$ cat src/design/nab_pkg.sv
// nab_pkg: shared constants and types of the nibble alu datapath.
// assumes a single core clock; all users write nab_pkg::name, nothing imported.
package nab_pkg;

  ////////////////////////////////////////////////////////////////////////////
  // widths
  localparam int NIB_W = 4;
  localparam int RADDR_W = 4;
  localparam int MADDR_W = 4;
  localparam int BUS_AW = 4;

  ////////////////////////////////////////////////////////////////////////////
  // register port map (word index on the plain register port)
  localparam logic [3:0] REG_STATUS_WORD = 4'h0;
  localparam logic [3:0] REG_POINTER_LOW = 4'h1;
  localparam logic [3:0] REG_ALU_STATE = 4'h2;

  // status word nibble layout
  localparam int SW_SUPPRESS_BIT = 3;
  localparam int SW_CARRY_BIT = 2;
  localparam int SW_ZERO_BIT = 1;

  // pointer low nibble layout: bit 0 selects decimal arithmetic
  localparam int PL_DECIMAL_BIT = 0;

  // alu state register layout
  localparam int AS_SKIP_BIT = 0;
  localparam int AS_BUSY_BIT = 1;

  // reset values
  localparam logic [3:0] STATUS_WORD_RST = 4'h0;
  localparam logic [3:0] POINTER_LOW_RST = 4'h0;

  ////////////////////////////////////////////////////////////////////////////
  // decimal conversion constants
  localparam logic [4:0] DEC_TEN = 5'h0A;
  localparam logic [4:0] DEC_TWENTY = 5'h14;
  localparam logic [4:0] DEC_NEG_TEN = 5'h16; // -10 as borrow,nibble

  ////////////////////////////////////////////////////////////////////////////
  // instruction codes handed over by the sequencer
  typedef enum logic [3:0] {
    OP_ADD = 4'h0,
    OP_ADD_WITH_CARRY_OP = 4'h1,
    OP_SUB = 4'h2,
    OP_SUB_WITH_BORROW_OP = 4'h3,
    OP_OR = 4'h4,
    OP_AND = 4'h5,
    OP_XOR = 4'h6,
    OP_SKT = 4'h7,
    OP_SKF = 4'h8,
    OP_SKE = 4'h9,
    OP_SKNE = 4'hA,
    OP_SKGE = 4'hB,
    OP_SKLT = 4'hC,
    OP_ROTATE_RIGHT_THROUGH_CARRY_OP = 4'hD
  } nab_op_t;

  // operand form: general register with memory, or memory with immediate
  typedef enum logic {
    FORM_REG_MEM = 1'b0,
    FORM_MEM_IMM = 1'b1
  } nab_form_t;

  // sequencing of one instruction
  typedef enum logic [1:0] {
    ST_IDLE = 2'b00,
    ST_EXEC = 2'b01,
    ST_DONE = 2'b10
  } nab_state_t;

endpackage : nab_pkg

$ cat src/design/nab_alu.sv
// nab_alu: 4-bit binary/decimal alu with temporary registers, flags,
// write-back and skip decision, plus a plain register port for the flags.
// assumes operand data from the register file and data memory arrive on the
// core clock in the same cycle as the start strobe.
`timescale 1ns/100ps
module nab_alu #(
  parameter int NIB_W = nab_pkg::NIB_W
) (
  // clock and reset
  input wire logic clk,
  input wire logic resetn,
  input wire logic ce,
  // sequencer request
  input wire logic op_start,
  input wire nab_pkg::nab_op_t op_code,
  input wire nab_pkg::nab_form_t op_form,
  input wire logic [nab_pkg::RADDR_W-1:0] op_reg_addr,
  input wire logic [nab_pkg::MADDR_W-1:0] op_mem_addr,
  input wire logic [NIB_W-1:0] immediate_nibble,
  input wire logic op_mem_is_status,
  // operand data
  input wire logic [NIB_W-1:0] gen_reg_rdata,
  input wire logic [NIB_W-1:0] mem_rdata,
  // write-back and sequencer answer
  output logic wb_reg_we,
  output logic [nab_pkg::RADDR_W-1:0] wb_reg_addr,
  output logic wb_mem_we,
  output logic [nab_pkg::MADDR_W-1:0] wb_mem_addr,
  output logic [NIB_W-1:0] wb_data,
  output logic skip_next,
  output logic op_done,
  // flag view for the core
  output logic carry_flag,
  output logic zero_flag,
  output logic result_suppress_flag,
  output logic decimal_flag,
  // register port
  input wire logic [nab_pkg::BUS_AW-1:0] bus_addr,
  input wire logic [NIB_W-1:0] bus_wdata,
  input wire logic bus_wr,
  input wire logic bus_rd,
  output logic [NIB_W-1:0] bus_rdata
);

  ////////////////////////////////////////////////////////////////////////////
  // decimal conversion of a 5-bit binary outcome {carry/borrow, nibble}
  function automatic logic [4:0] dec_fix(input logic [4:0] bin, input logic is_sub);
    logic [4:0] res;
    res = bin;
    if (!is_sub)
    begin
      if (bin < nab_pkg::DEC_TEN)
        res = bin;
      else if (bin < nab_pkg::DEC_TWENTY)
        res = {1'b1, 4'(bin - nab_pkg::DEC_TEN)};
      else
      begin
        // out of range sums map to fixed codes of 1010B or above
        unique case (bin[3:0])
          4'h4, 4'h8: res = 5'h1E;
          4'h5, 4'h9: res = 5'h1F;
          4'h6, 4'hA, 4'hE: res = 5'h1C;
          4'h7, 4'hB, 4'hF: res = 5'h1D;
          4'hC: res = 5'h1A;
          4'hD: res = 5'h1B;
          default: res = 5'h1E;
        endcase
      end
    end
    else
    begin
      if (bin < nab_pkg::DEC_TEN)
        res = bin;
      else if (!bin[4] || (bin < nab_pkg::DEC_NEG_TEN))
        res = {1'b1, 2'b11, bin[1:0] ^ 2'b10}; // code cycles 1100..1111 from ten upward
      else
        res = {1'b1, 4'(bin[3:0] + 4'hA)};
    end
    return res;
  endfunction : dec_fix

  // arithmetic opcode test, used by decode and flag logic
  function automatic logic is_arith(input nab_pkg::nab_op_t op);
    return (op == nab_pkg::OP_ADD) || (op == nab_pkg::OP_ADD_WITH_CARRY_OP) ||
           (op == nab_pkg::OP_SUB) || (op == nab_pkg::OP_SUB_WITH_BORROW_OP);
  endfunction : is_arith

  ////////////////////////////////////////////////////////////////////////////
  // state
  nab_pkg::nab_state_t state_r;
  nab_pkg::nab_op_t op_r;
  nab_pkg::nab_form_t form_r;
  logic [nab_pkg::RADDR_W-1:0] reg_addr_r;
  logic [nab_pkg::MADDR_W-1:0] mem_addr_r;
  logic dest_status_r;
  logic [NIB_W-1:0] temp_a_r;
  logic [NIB_W-1:0] temp_b_r;
  logic [NIB_W-1:0] status_word_r;
  logic [NIB_W-1:0] pointer_low_r;
  logic skip_r;

  ////////////////////////////////////////////////////////////////////////////
  // instruction sequencing: idle, execute, done pulse
  always_ff @(posedge clk or negedge resetn)
  begin
    if (!resetn)
      state_r <= nab_pkg::ST_IDLE;
    else if (ce)
    begin
      unique case (state_r)
        nab_pkg::ST_IDLE: if (op_start) state_r <= nab_pkg::ST_EXEC;
        nab_pkg::ST_EXEC: state_r <= nab_pkg::ST_DONE;
        nab_pkg::ST_DONE: state_r <= nab_pkg::ST_IDLE;
        default: state_r <= nab_pkg::ST_IDLE;
      endcase
    end
  end

  // operand latch into temporary A and B
  always_ff @(posedge clk or negedge resetn)
  begin
    if (!resetn)
    begin
      temp_a_r <= '0;
      temp_b_r <= '0;
      op_r <= nab_pkg::OP_ADD;
      form_r <= nab_pkg::FORM_REG_MEM;
      reg_addr_r <= '0;
      mem_addr_r <= '0;
      dest_status_r <= 1'b0;
    end
    else if (ce && op_start && (state_r == nab_pkg::ST_IDLE))
    begin
      op_r <= op_code;
      form_r <= op_form;
      reg_addr_r <= op_reg_addr;
      mem_addr_r <= op_mem_addr;
      dest_status_r <= (op_form == nab_pkg::FORM_MEM_IMM) && op_mem_is_status;
      // in the memory-immediate form the status word is read from its own register, not from memory
      if ((op_code == nab_pkg::OP_ROTATE_RIGHT_THROUGH_CARRY_OP) || (op_form == nab_pkg::FORM_REG_MEM))
        temp_a_r <= gen_reg_rdata;
      else if (op_mem_is_status)
        temp_a_r <= status_word_r;
      else
        temp_a_r <= mem_rdata;
      if (op_form == nab_pkg::FORM_REG_MEM)
        temp_b_r <= mem_rdata;
      else
        temp_b_r <= immediate_nibble;
    end
  end

  ////////////////////////////////////////////////////////////////////////////
  // combinational alu core
  logic cur_carry;
  logic cur_suppress;
  logic cur_decimal;
  logic use_carry;
  logic is_sub;
  logic [4:0] bin_res;
  logic [4:0] arith_res;
  logic [NIB_W-1:0] alu_out;
  logic [4:0] cmp_diff;
  logic skip_cond;

  assign cur_carry = status_word_r[nab_pkg::SW_CARRY_BIT];
  assign cur_suppress = status_word_r[nab_pkg::SW_SUPPRESS_BIT];
  assign cur_decimal = pointer_low_r[nab_pkg::PL_DECIMAL_BIT];

  // binary first, then optional decimal conversion
  always_comb
  begin
    use_carry = (op_r == nab_pkg::OP_ADD_WITH_CARRY_OP) || (op_r == nab_pkg::OP_SUB_WITH_BORROW_OP);
    is_sub = (op_r == nab_pkg::OP_SUB) || (op_r == nab_pkg::OP_SUB_WITH_BORROW_OP);
    if (is_sub)
      bin_res = 5'({1'b0, temp_a_r} - {1'b0, temp_b_r} - {4'h0, use_carry & cur_carry});
    else
      bin_res = 5'({1'b0, temp_a_r} + {1'b0, temp_b_r} + {4'h0, use_carry & cur_carry});
    if (cur_decimal)
      arith_res = dec_fix(bin_res, is_sub);
    else
      arith_res = bin_res;
  end

  // result nibble per instruction
  always_comb
  begin
    unique case (op_r)
      nab_pkg::OP_OR: alu_out = temp_a_r | temp_b_r;
      nab_pkg::OP_AND: alu_out = temp_a_r & temp_b_r;
      nab_pkg::OP_XOR: alu_out = temp_a_r ^ temp_b_r;
      nab_pkg::OP_ROTATE_RIGHT_THROUGH_CARRY_OP: alu_out = {cur_carry, temp_a_r[NIB_W-1:1]};
      default: alu_out = arith_res[NIB_W-1:0];
    endcase
  end

  // skip decision for tests and compares; compares always binary
  always_comb
  begin
    cmp_diff = 5'({1'b0, temp_a_r} - {1'b0, temp_b_r});
    unique case (op_r)
      nab_pkg::OP_SKT: skip_cond = ((temp_a_r & temp_b_r) == temp_b_r);
      nab_pkg::OP_SKF: skip_cond = ((temp_a_r & temp_b_r) == '0);
      nab_pkg::OP_SKE: skip_cond = (cmp_diff[3:0] == '0);
      nab_pkg::OP_SKNE: skip_cond = (cmp_diff[3:0] != '0);
      nab_pkg::OP_SKGE: skip_cond = !cmp_diff[4];
      nab_pkg::OP_SKLT: skip_cond = cmp_diff[4];
      default: skip_cond = 1'b0;
    endcase
  end

  ////////////////////////////////////////////////////////////////////////////
  // write-back strobes, one cycle in the done state
  logic exec_now;
  logic store_ok;
  logic writes_back;
  assign exec_now = ce && (state_r == nab_pkg::ST_EXEC);
  // logical and rotate always store; arithmetic only with suppression off
  assign store_ok = is_arith(op_r) ? !cur_suppress : 1'b1;
  assign writes_back = (is_arith(op_r) || (op_r == nab_pkg::OP_OR) || (op_r == nab_pkg::OP_AND) ||
                        (op_r == nab_pkg::OP_XOR) || (op_r == nab_pkg::OP_ROTATE_RIGHT_THROUGH_CARRY_OP)) && store_ok;

  always_ff @(posedge clk or negedge resetn)
  begin
    if (!resetn)
    begin
      wb_reg_we <= 1'b0;
      wb_mem_we <= 1'b0;
      wb_reg_addr <= '0;
      wb_mem_addr <= '0;
      wb_data <= '0;
      op_done <= 1'b0;
    end
    else if (ce)
    begin
      op_done <= exec_now;
      wb_reg_we <= exec_now && writes_back &&
                   ((form_r == nab_pkg::FORM_REG_MEM) || (op_r == nab_pkg::OP_ROTATE_RIGHT_THROUGH_CARRY_OP));
      // status word destination is written internally, never to memory
      wb_mem_we <= exec_now && writes_back && (form_r == nab_pkg::FORM_MEM_IMM) &&
                   (op_r != nab_pkg::OP_ROTATE_RIGHT_THROUGH_CARRY_OP) && !dest_status_r;
      if (exec_now)
      begin
        wb_reg_addr <= reg_addr_r;
        wb_mem_addr <= mem_addr_r;
        wb_data <= alu_out;
      end
    end
  end

  // skip decision stands from done until the next instruction finishes
  always_ff @(posedge clk or negedge resetn)
  begin
    if (!resetn)
      skip_r <= 1'b0;
    else if (exec_now)
      skip_r <= skip_cond;
  end

  ////////////////////////////////////////////////////////////////////////////
  // status word: alu update wins over a same-cycle register write
  logic zero_res;
  assign zero_res = (alu_out == '0);

  always_ff @(posedge clk or negedge resetn)
  begin
    if (!resetn)
      status_word_r <= nab_pkg::STATUS_WORD_RST;
    else if (ce)
    begin
      if (exec_now && is_arith(op_r))
      begin
        if (!cur_suppress && dest_status_r)
          status_word_r <= alu_out;
        else
        begin
          status_word_r[nab_pkg::SW_CARRY_BIT] <= arith_res[4];
          if (!cur_suppress)
            status_word_r[nab_pkg::SW_ZERO_BIT] <= zero_res;
          else if (!zero_res)
            status_word_r[nab_pkg::SW_ZERO_BIT] <= 1'b0;
        end
      end
      else if (exec_now && (op_r == nab_pkg::OP_ROTATE_RIGHT_THROUGH_CARRY_OP))
        status_word_r[nab_pkg::SW_CARRY_BIT] <= temp_a_r[0];
      else if (exec_now && dest_status_r && writes_back)
        status_word_r <= alu_out; // logical result lands in the status word itself
      else if (exec_now && ((op_r == nab_pkg::OP_SKT) || (op_r == nab_pkg::OP_SKF)))
        status_word_r[nab_pkg::SW_SUPPRESS_BIT] <= 1'b0;
      else if (exec_now)
        status_word_r <= status_word_r; // logical and compare keep all flags
      else if (bus_wr && (bus_addr == nab_pkg::REG_STATUS_WORD))
        status_word_r <= bus_wdata;
    end
  end

  // pointer low nibble holds the decimal mode select
  always_ff @(posedge clk or negedge resetn)
  begin
    if (!resetn)
      pointer_low_r <= nab_pkg::POINTER_LOW_RST;
    else if (ce && bus_wr && (bus_addr == nab_pkg::REG_POINTER_LOW))
      pointer_low_r <= bus_wdata;
  end

  ////////////////////////////////////////////////////////////////////////////
  // register read port, data one cycle after the strobe, zero elsewhere
  always_ff @(posedge clk or negedge resetn)
  begin
    if (!resetn)
      bus_rdata <= '0;
    else if (ce)
    begin
      bus_rdata <= '0;
      if (bus_rd)
      begin
        unique case (bus_addr)
          nab_pkg::REG_STATUS_WORD: bus_rdata <= status_word_r;
          nab_pkg::REG_POINTER_LOW: bus_rdata <= pointer_low_r;
          nab_pkg::REG_ALU_STATE:
          begin
            bus_rdata[nab_pkg::AS_SKIP_BIT] <= skip_r;
            bus_rdata[nab_pkg::AS_BUSY_BIT] <= (state_r != nab_pkg::ST_IDLE);
          end
          default: bus_rdata <= '0;
        endcase
      end
    end
  end

  // registered flag view; copies lag the status register by one cycle
  always_ff @(posedge clk or negedge resetn)
  begin
    if (!resetn)
    begin
      carry_flag <= 1'b0;
      zero_flag <= 1'b0;
      result_suppress_flag <= 1'b0;
      decimal_flag <= 1'b0;
      skip_next <= 1'b0;
    end
    else if (ce)
    begin
      carry_flag <= status_word_r[nab_pkg::SW_CARRY_BIT];
      zero_flag <= status_word_r[nab_pkg::SW_ZERO_BIT];
      result_suppress_flag <= status_word_r[nab_pkg::SW_SUPPRESS_BIT];
      decimal_flag <= pointer_low_r[nab_pkg::PL_DECIMAL_BIT];
      if (exec_now)
        skip_next <= skip_cond;
    end
  end

endmodule : nab_alu

$ cat config.mk
export PLATFORM = sky130hd
export DESIGN_NAME = nab_alu
export DESIGN_NICKNAME = d
export VERILOG_FILES = /design/src/design/nab_pkg.sv /design/src/design/nab_alu.sv
export SDC_FILE = /design/constraint.sdc
export NUM_CORES = 1
export LEC_CHECK = 0
export BUFFER_PORTS_ARGS = -buffer_cell sky130_fd_sc_hd__clkbuf_2
export CAP_MARGIN = 20
export CORE_MARGIN = 2
export CORE_UTILIZATION = 57
export DETAILED_ROUTE_END_ITERATION = 16
export HOLD_SLACK_MARGIN = 0.15
export PLACE_DENSITY = 0.81
export SYNTH_ARGS = -nofsm -noshare
export SYNTH_HDL_FRONTEND = slang
export SYNTH_SLANG_ARGS = --single-unit
export TNS_END_PERCENT = 5
$ cat constraint.sdc
create_clock -name clk -period 5.27 [get_ports clk]
set_input_delay 0.527 -clock clk [delete_from_list [all_inputs] [get_ports clk]]
set_output_delay 0.527 -clock clk [all_outputs]
set_load 0.05 [all_outputs]
==> results.yml <==
worst_setup_path:
  worstSetupEndpointType: "flop"
  crit_fanout: 6
  crit_type: "flop to flop"
  cp_data_required_time_ns: 5.47
  critPathMaxStageDelay_ns: 0.54
  path_cells: "inv_1 -> ha_1 -> inv_1 -> fa_1 -> inv_1 -> ha_1 -> xnor2_1 -> mux2i_1 -> xnor2_1 -> inv_1 -> ha_1 -> or4b_1 -> o211ai_2 -> a2bb2oi_1 -> a32oi_1 -> o31a_1 -> a41oi_1 -> mux2_2"
  crit_slowest_cell: "or4b_1"
  worstRegToRegCells: 18
  crit_top_cell: "inv_1"
  start_kind: "flop"
  arrival_ns: 4.71
global_routing:
  grtUsageTotal_pct: 24.2
  grt_pass1_vias: 2880
  grt_max_degree: 57
  antenna_found_initial: 0
  grt_first_pass_wirelength_um: 14000
  grt_remaining_overflow: 0
sta:
  rsz0062_at_grt: "no"
  fin_skew_ns: 0.00437
  finalCritPeriodShare_pct: 85.5
  fmax_ghz: 0.222
  fin_setup_tns_ns: 0
  hold_viol_final: 0
  maxSlewViolCount: 0
  fin_crit_ns: 4.51
  setup_viol: 0
  worstMarginPinSlew_ns: 0.979
  relSlewSlack_pct: 34.5
route:
  drc: 0
  drtIter0Drc: 286
  viasPerCell: 5.83
  avgRoutedWirePerCell_um: 15.3
  ant_nets: 0
  num_vias: 3189
  drt-pass1-iter-count: 6
  wl_um: 8340
floorplanning:
  io_pins: 64
  initial_core_util_pct: 58.5
  die_h_um: 84.5
  fp.dieW_um: 84.5
  num_rows: 29
  die-area_um2: 7140
  core_area_um2: 6310
power_and_ir_drop:
  powerDensity_nw_per_um2: 578
  ir_worst_vdd_v: 0.000448
  p_leak_uw: 0.00203
clocking:
  cts.sinks: 56
  htree_num_levels: 2
  cts.clk_slew.worst_paths_ns: 0.11
  clock-root-buffer: "clkbuf_8"
  clk_latency_ns: 0.31
  cts_tree: "yes"
  holdBufCountCts: 0
  cts_inserted_buffers: 5
  post_cts.repair.setup_buffers: 0
  clockBufferDepth: 2
  cts-resized-gates: 0
logic_synthesis:
  synth_ff_type: "dfrtp_1"
  synth_cells: 421
  yosys-top-cells-area: "dfrtp_1 (38%), nand2_1 (9.9%), ha_1 (7.5%), mux2_2 (4.0%), mux2i_1 (3.8%)"
  syn-cell-area_um2: 3690
  syn_area_per_cell_um2: 8.77
  synth_cell_types: 69
  ys_async_sr_fraction_pct: 100
  synth_edf_count: 0
  synth_commonest_cells: "nand2_1 (97), dfrtp_1 (56), inv_1 (29), nor2_1 (28), o21ai_0 (26)"
  yosysSeqAreaShare_pct: 37.9
  ys_warn_count: 0
  syn_nets: 486
  yosysTopAreaCellShare_pct: 37.9
  synth_top_cell_by_area: "dfrtp_1"
  yosysMostFrequentCell: "nand2_1"
  ys_seq_elements: 56
outcome:
  outcome: "finished, final reports clean"
layout:
  diodes: 0
  final_cell_area_um2: 4110
  syn2layout_area_growth_pct: 11.2
  drive_above_1_share_pct: 21.9
  n_fill_cell: 534
  fin_nets: 534
placement:
  routabilityCongestion: 0.880
  dpl.hpwl_um: 6340
  placed_cell_area_um2: 4010
  port_buffers: 63
run:
  maxCapViolCount: 0
hold_path:
  hold_class: "input port to async pin"
-- per-layer routing --
layer / vias up / GRT usage (%) / share of wire [%]
li1: 1533 / - / -
met1: 1529 / 35.8 / 46
met2: 125 / 37.8 / 48
met3: 2 / 4.52 / 6.4
met4: 0 / 4.18 / 0.36
met5: - / 0 / 0
-- cells by family (layout without fill, tap and decap cells) --
| kind of cell | after synthesis | after routing | share of synthesized area (%) |
|---|---|---|---|
| buf+inv | 53 | 102 | 5.83 |
| simple gates | 169 | 169 | 21.0 |
| compound gates | 84 | 84 | 15.8 |
| fa+ha+maj | 25 | 25 | 9.08 |
| mux | 28 | 28 | 8.37 |
| flops | 56 | 56 | 37.9 |
| xor+xnor | 6 | 6 | 2.03 |
-- layout by cell type, fill, tap and decap left out, drive strengths merged, types with 13 or more instances in the layout --
| master | Yosys | routed |
|---|---|---|
| nand2 | 97 | 97 |
| clkbuf | 19 | 68 |
| dfrtp | 56 | 56 |
| inv | 30 | 31 |
| nor2 | 28 | 28 |
| o21ai | 26 | 26 |
| ha | 22 | 22 |
| a21oi | 19 | 19 |
| mux2i | 15 | 15 |
| mux2 | 13 | 13 |
-- path summary, 6_finish.rpt --
path,end,slack (ns),from
max,status_word_r[2],0.76,temp_a_r[0]
min,bus_rdata[2],0.33,resetn
max reg2reg,status_word_r[2],0.76,temp_a_r[0]
min reg2reg,wb_mem_addr[2],0.48,mem_addr_r[2]
max in group asynchronous,form_r,4.48,resetn
min in group clk,reg_addr_r[1],0.40,op_reg_addr[1]
-- where the power goes --
part	internal, µW	total (µW)	switching [µW]
logic	512	1390	878
clock network	98.0	249	151
registers	571	737	165
total	1180	2370	1190
-- layout make-up --
type                            instances  area, µm²  share of cell area, %
Clock buffer                            5       68.8                   1.67
Clock inverter                          3       27.5                  0.670
Inverter                               30        115                   2.80
Multi-Input combinational cell        312       2080                   50.5
Sequential cell                        56       1400                   34.1
Tap cell                               77       96.3                   2.34
Timing Repair Buffer                   64        323                   7.86
-- worst max-delay path: cells and delay by family, from the launching register on --
family	cells	cell delay, ns
adder cells (fa/ha/maj)	4	1.22
flip-flops	1	0.43
XOR/XNOR	2	0.56
buffers and inverters	4	0.43
AND/OR/NAND/NOR	1	0.54
multiplexers	2	0.39
AO/OA/AOI/OAI	5	0.84
-- through the flow --
stage	util, %	std cells	hold WS, ns	total power [µW]	worst slack [ns]
2_1_floorplan	-	421	0.231	1800	1.21
3_3_place_gp	63.6	539	0.447	2080	0.967
3_5_place_dp	63.6	539	0.456	2120	0.802
4_1_cts	65.1	547	0.361	2370	0.781
5_1_grt	65.1	547	0.386	2550	0.405
6_report	65.1	547	0.328	2370	0.765
Power figures use the tool's default switching activity.
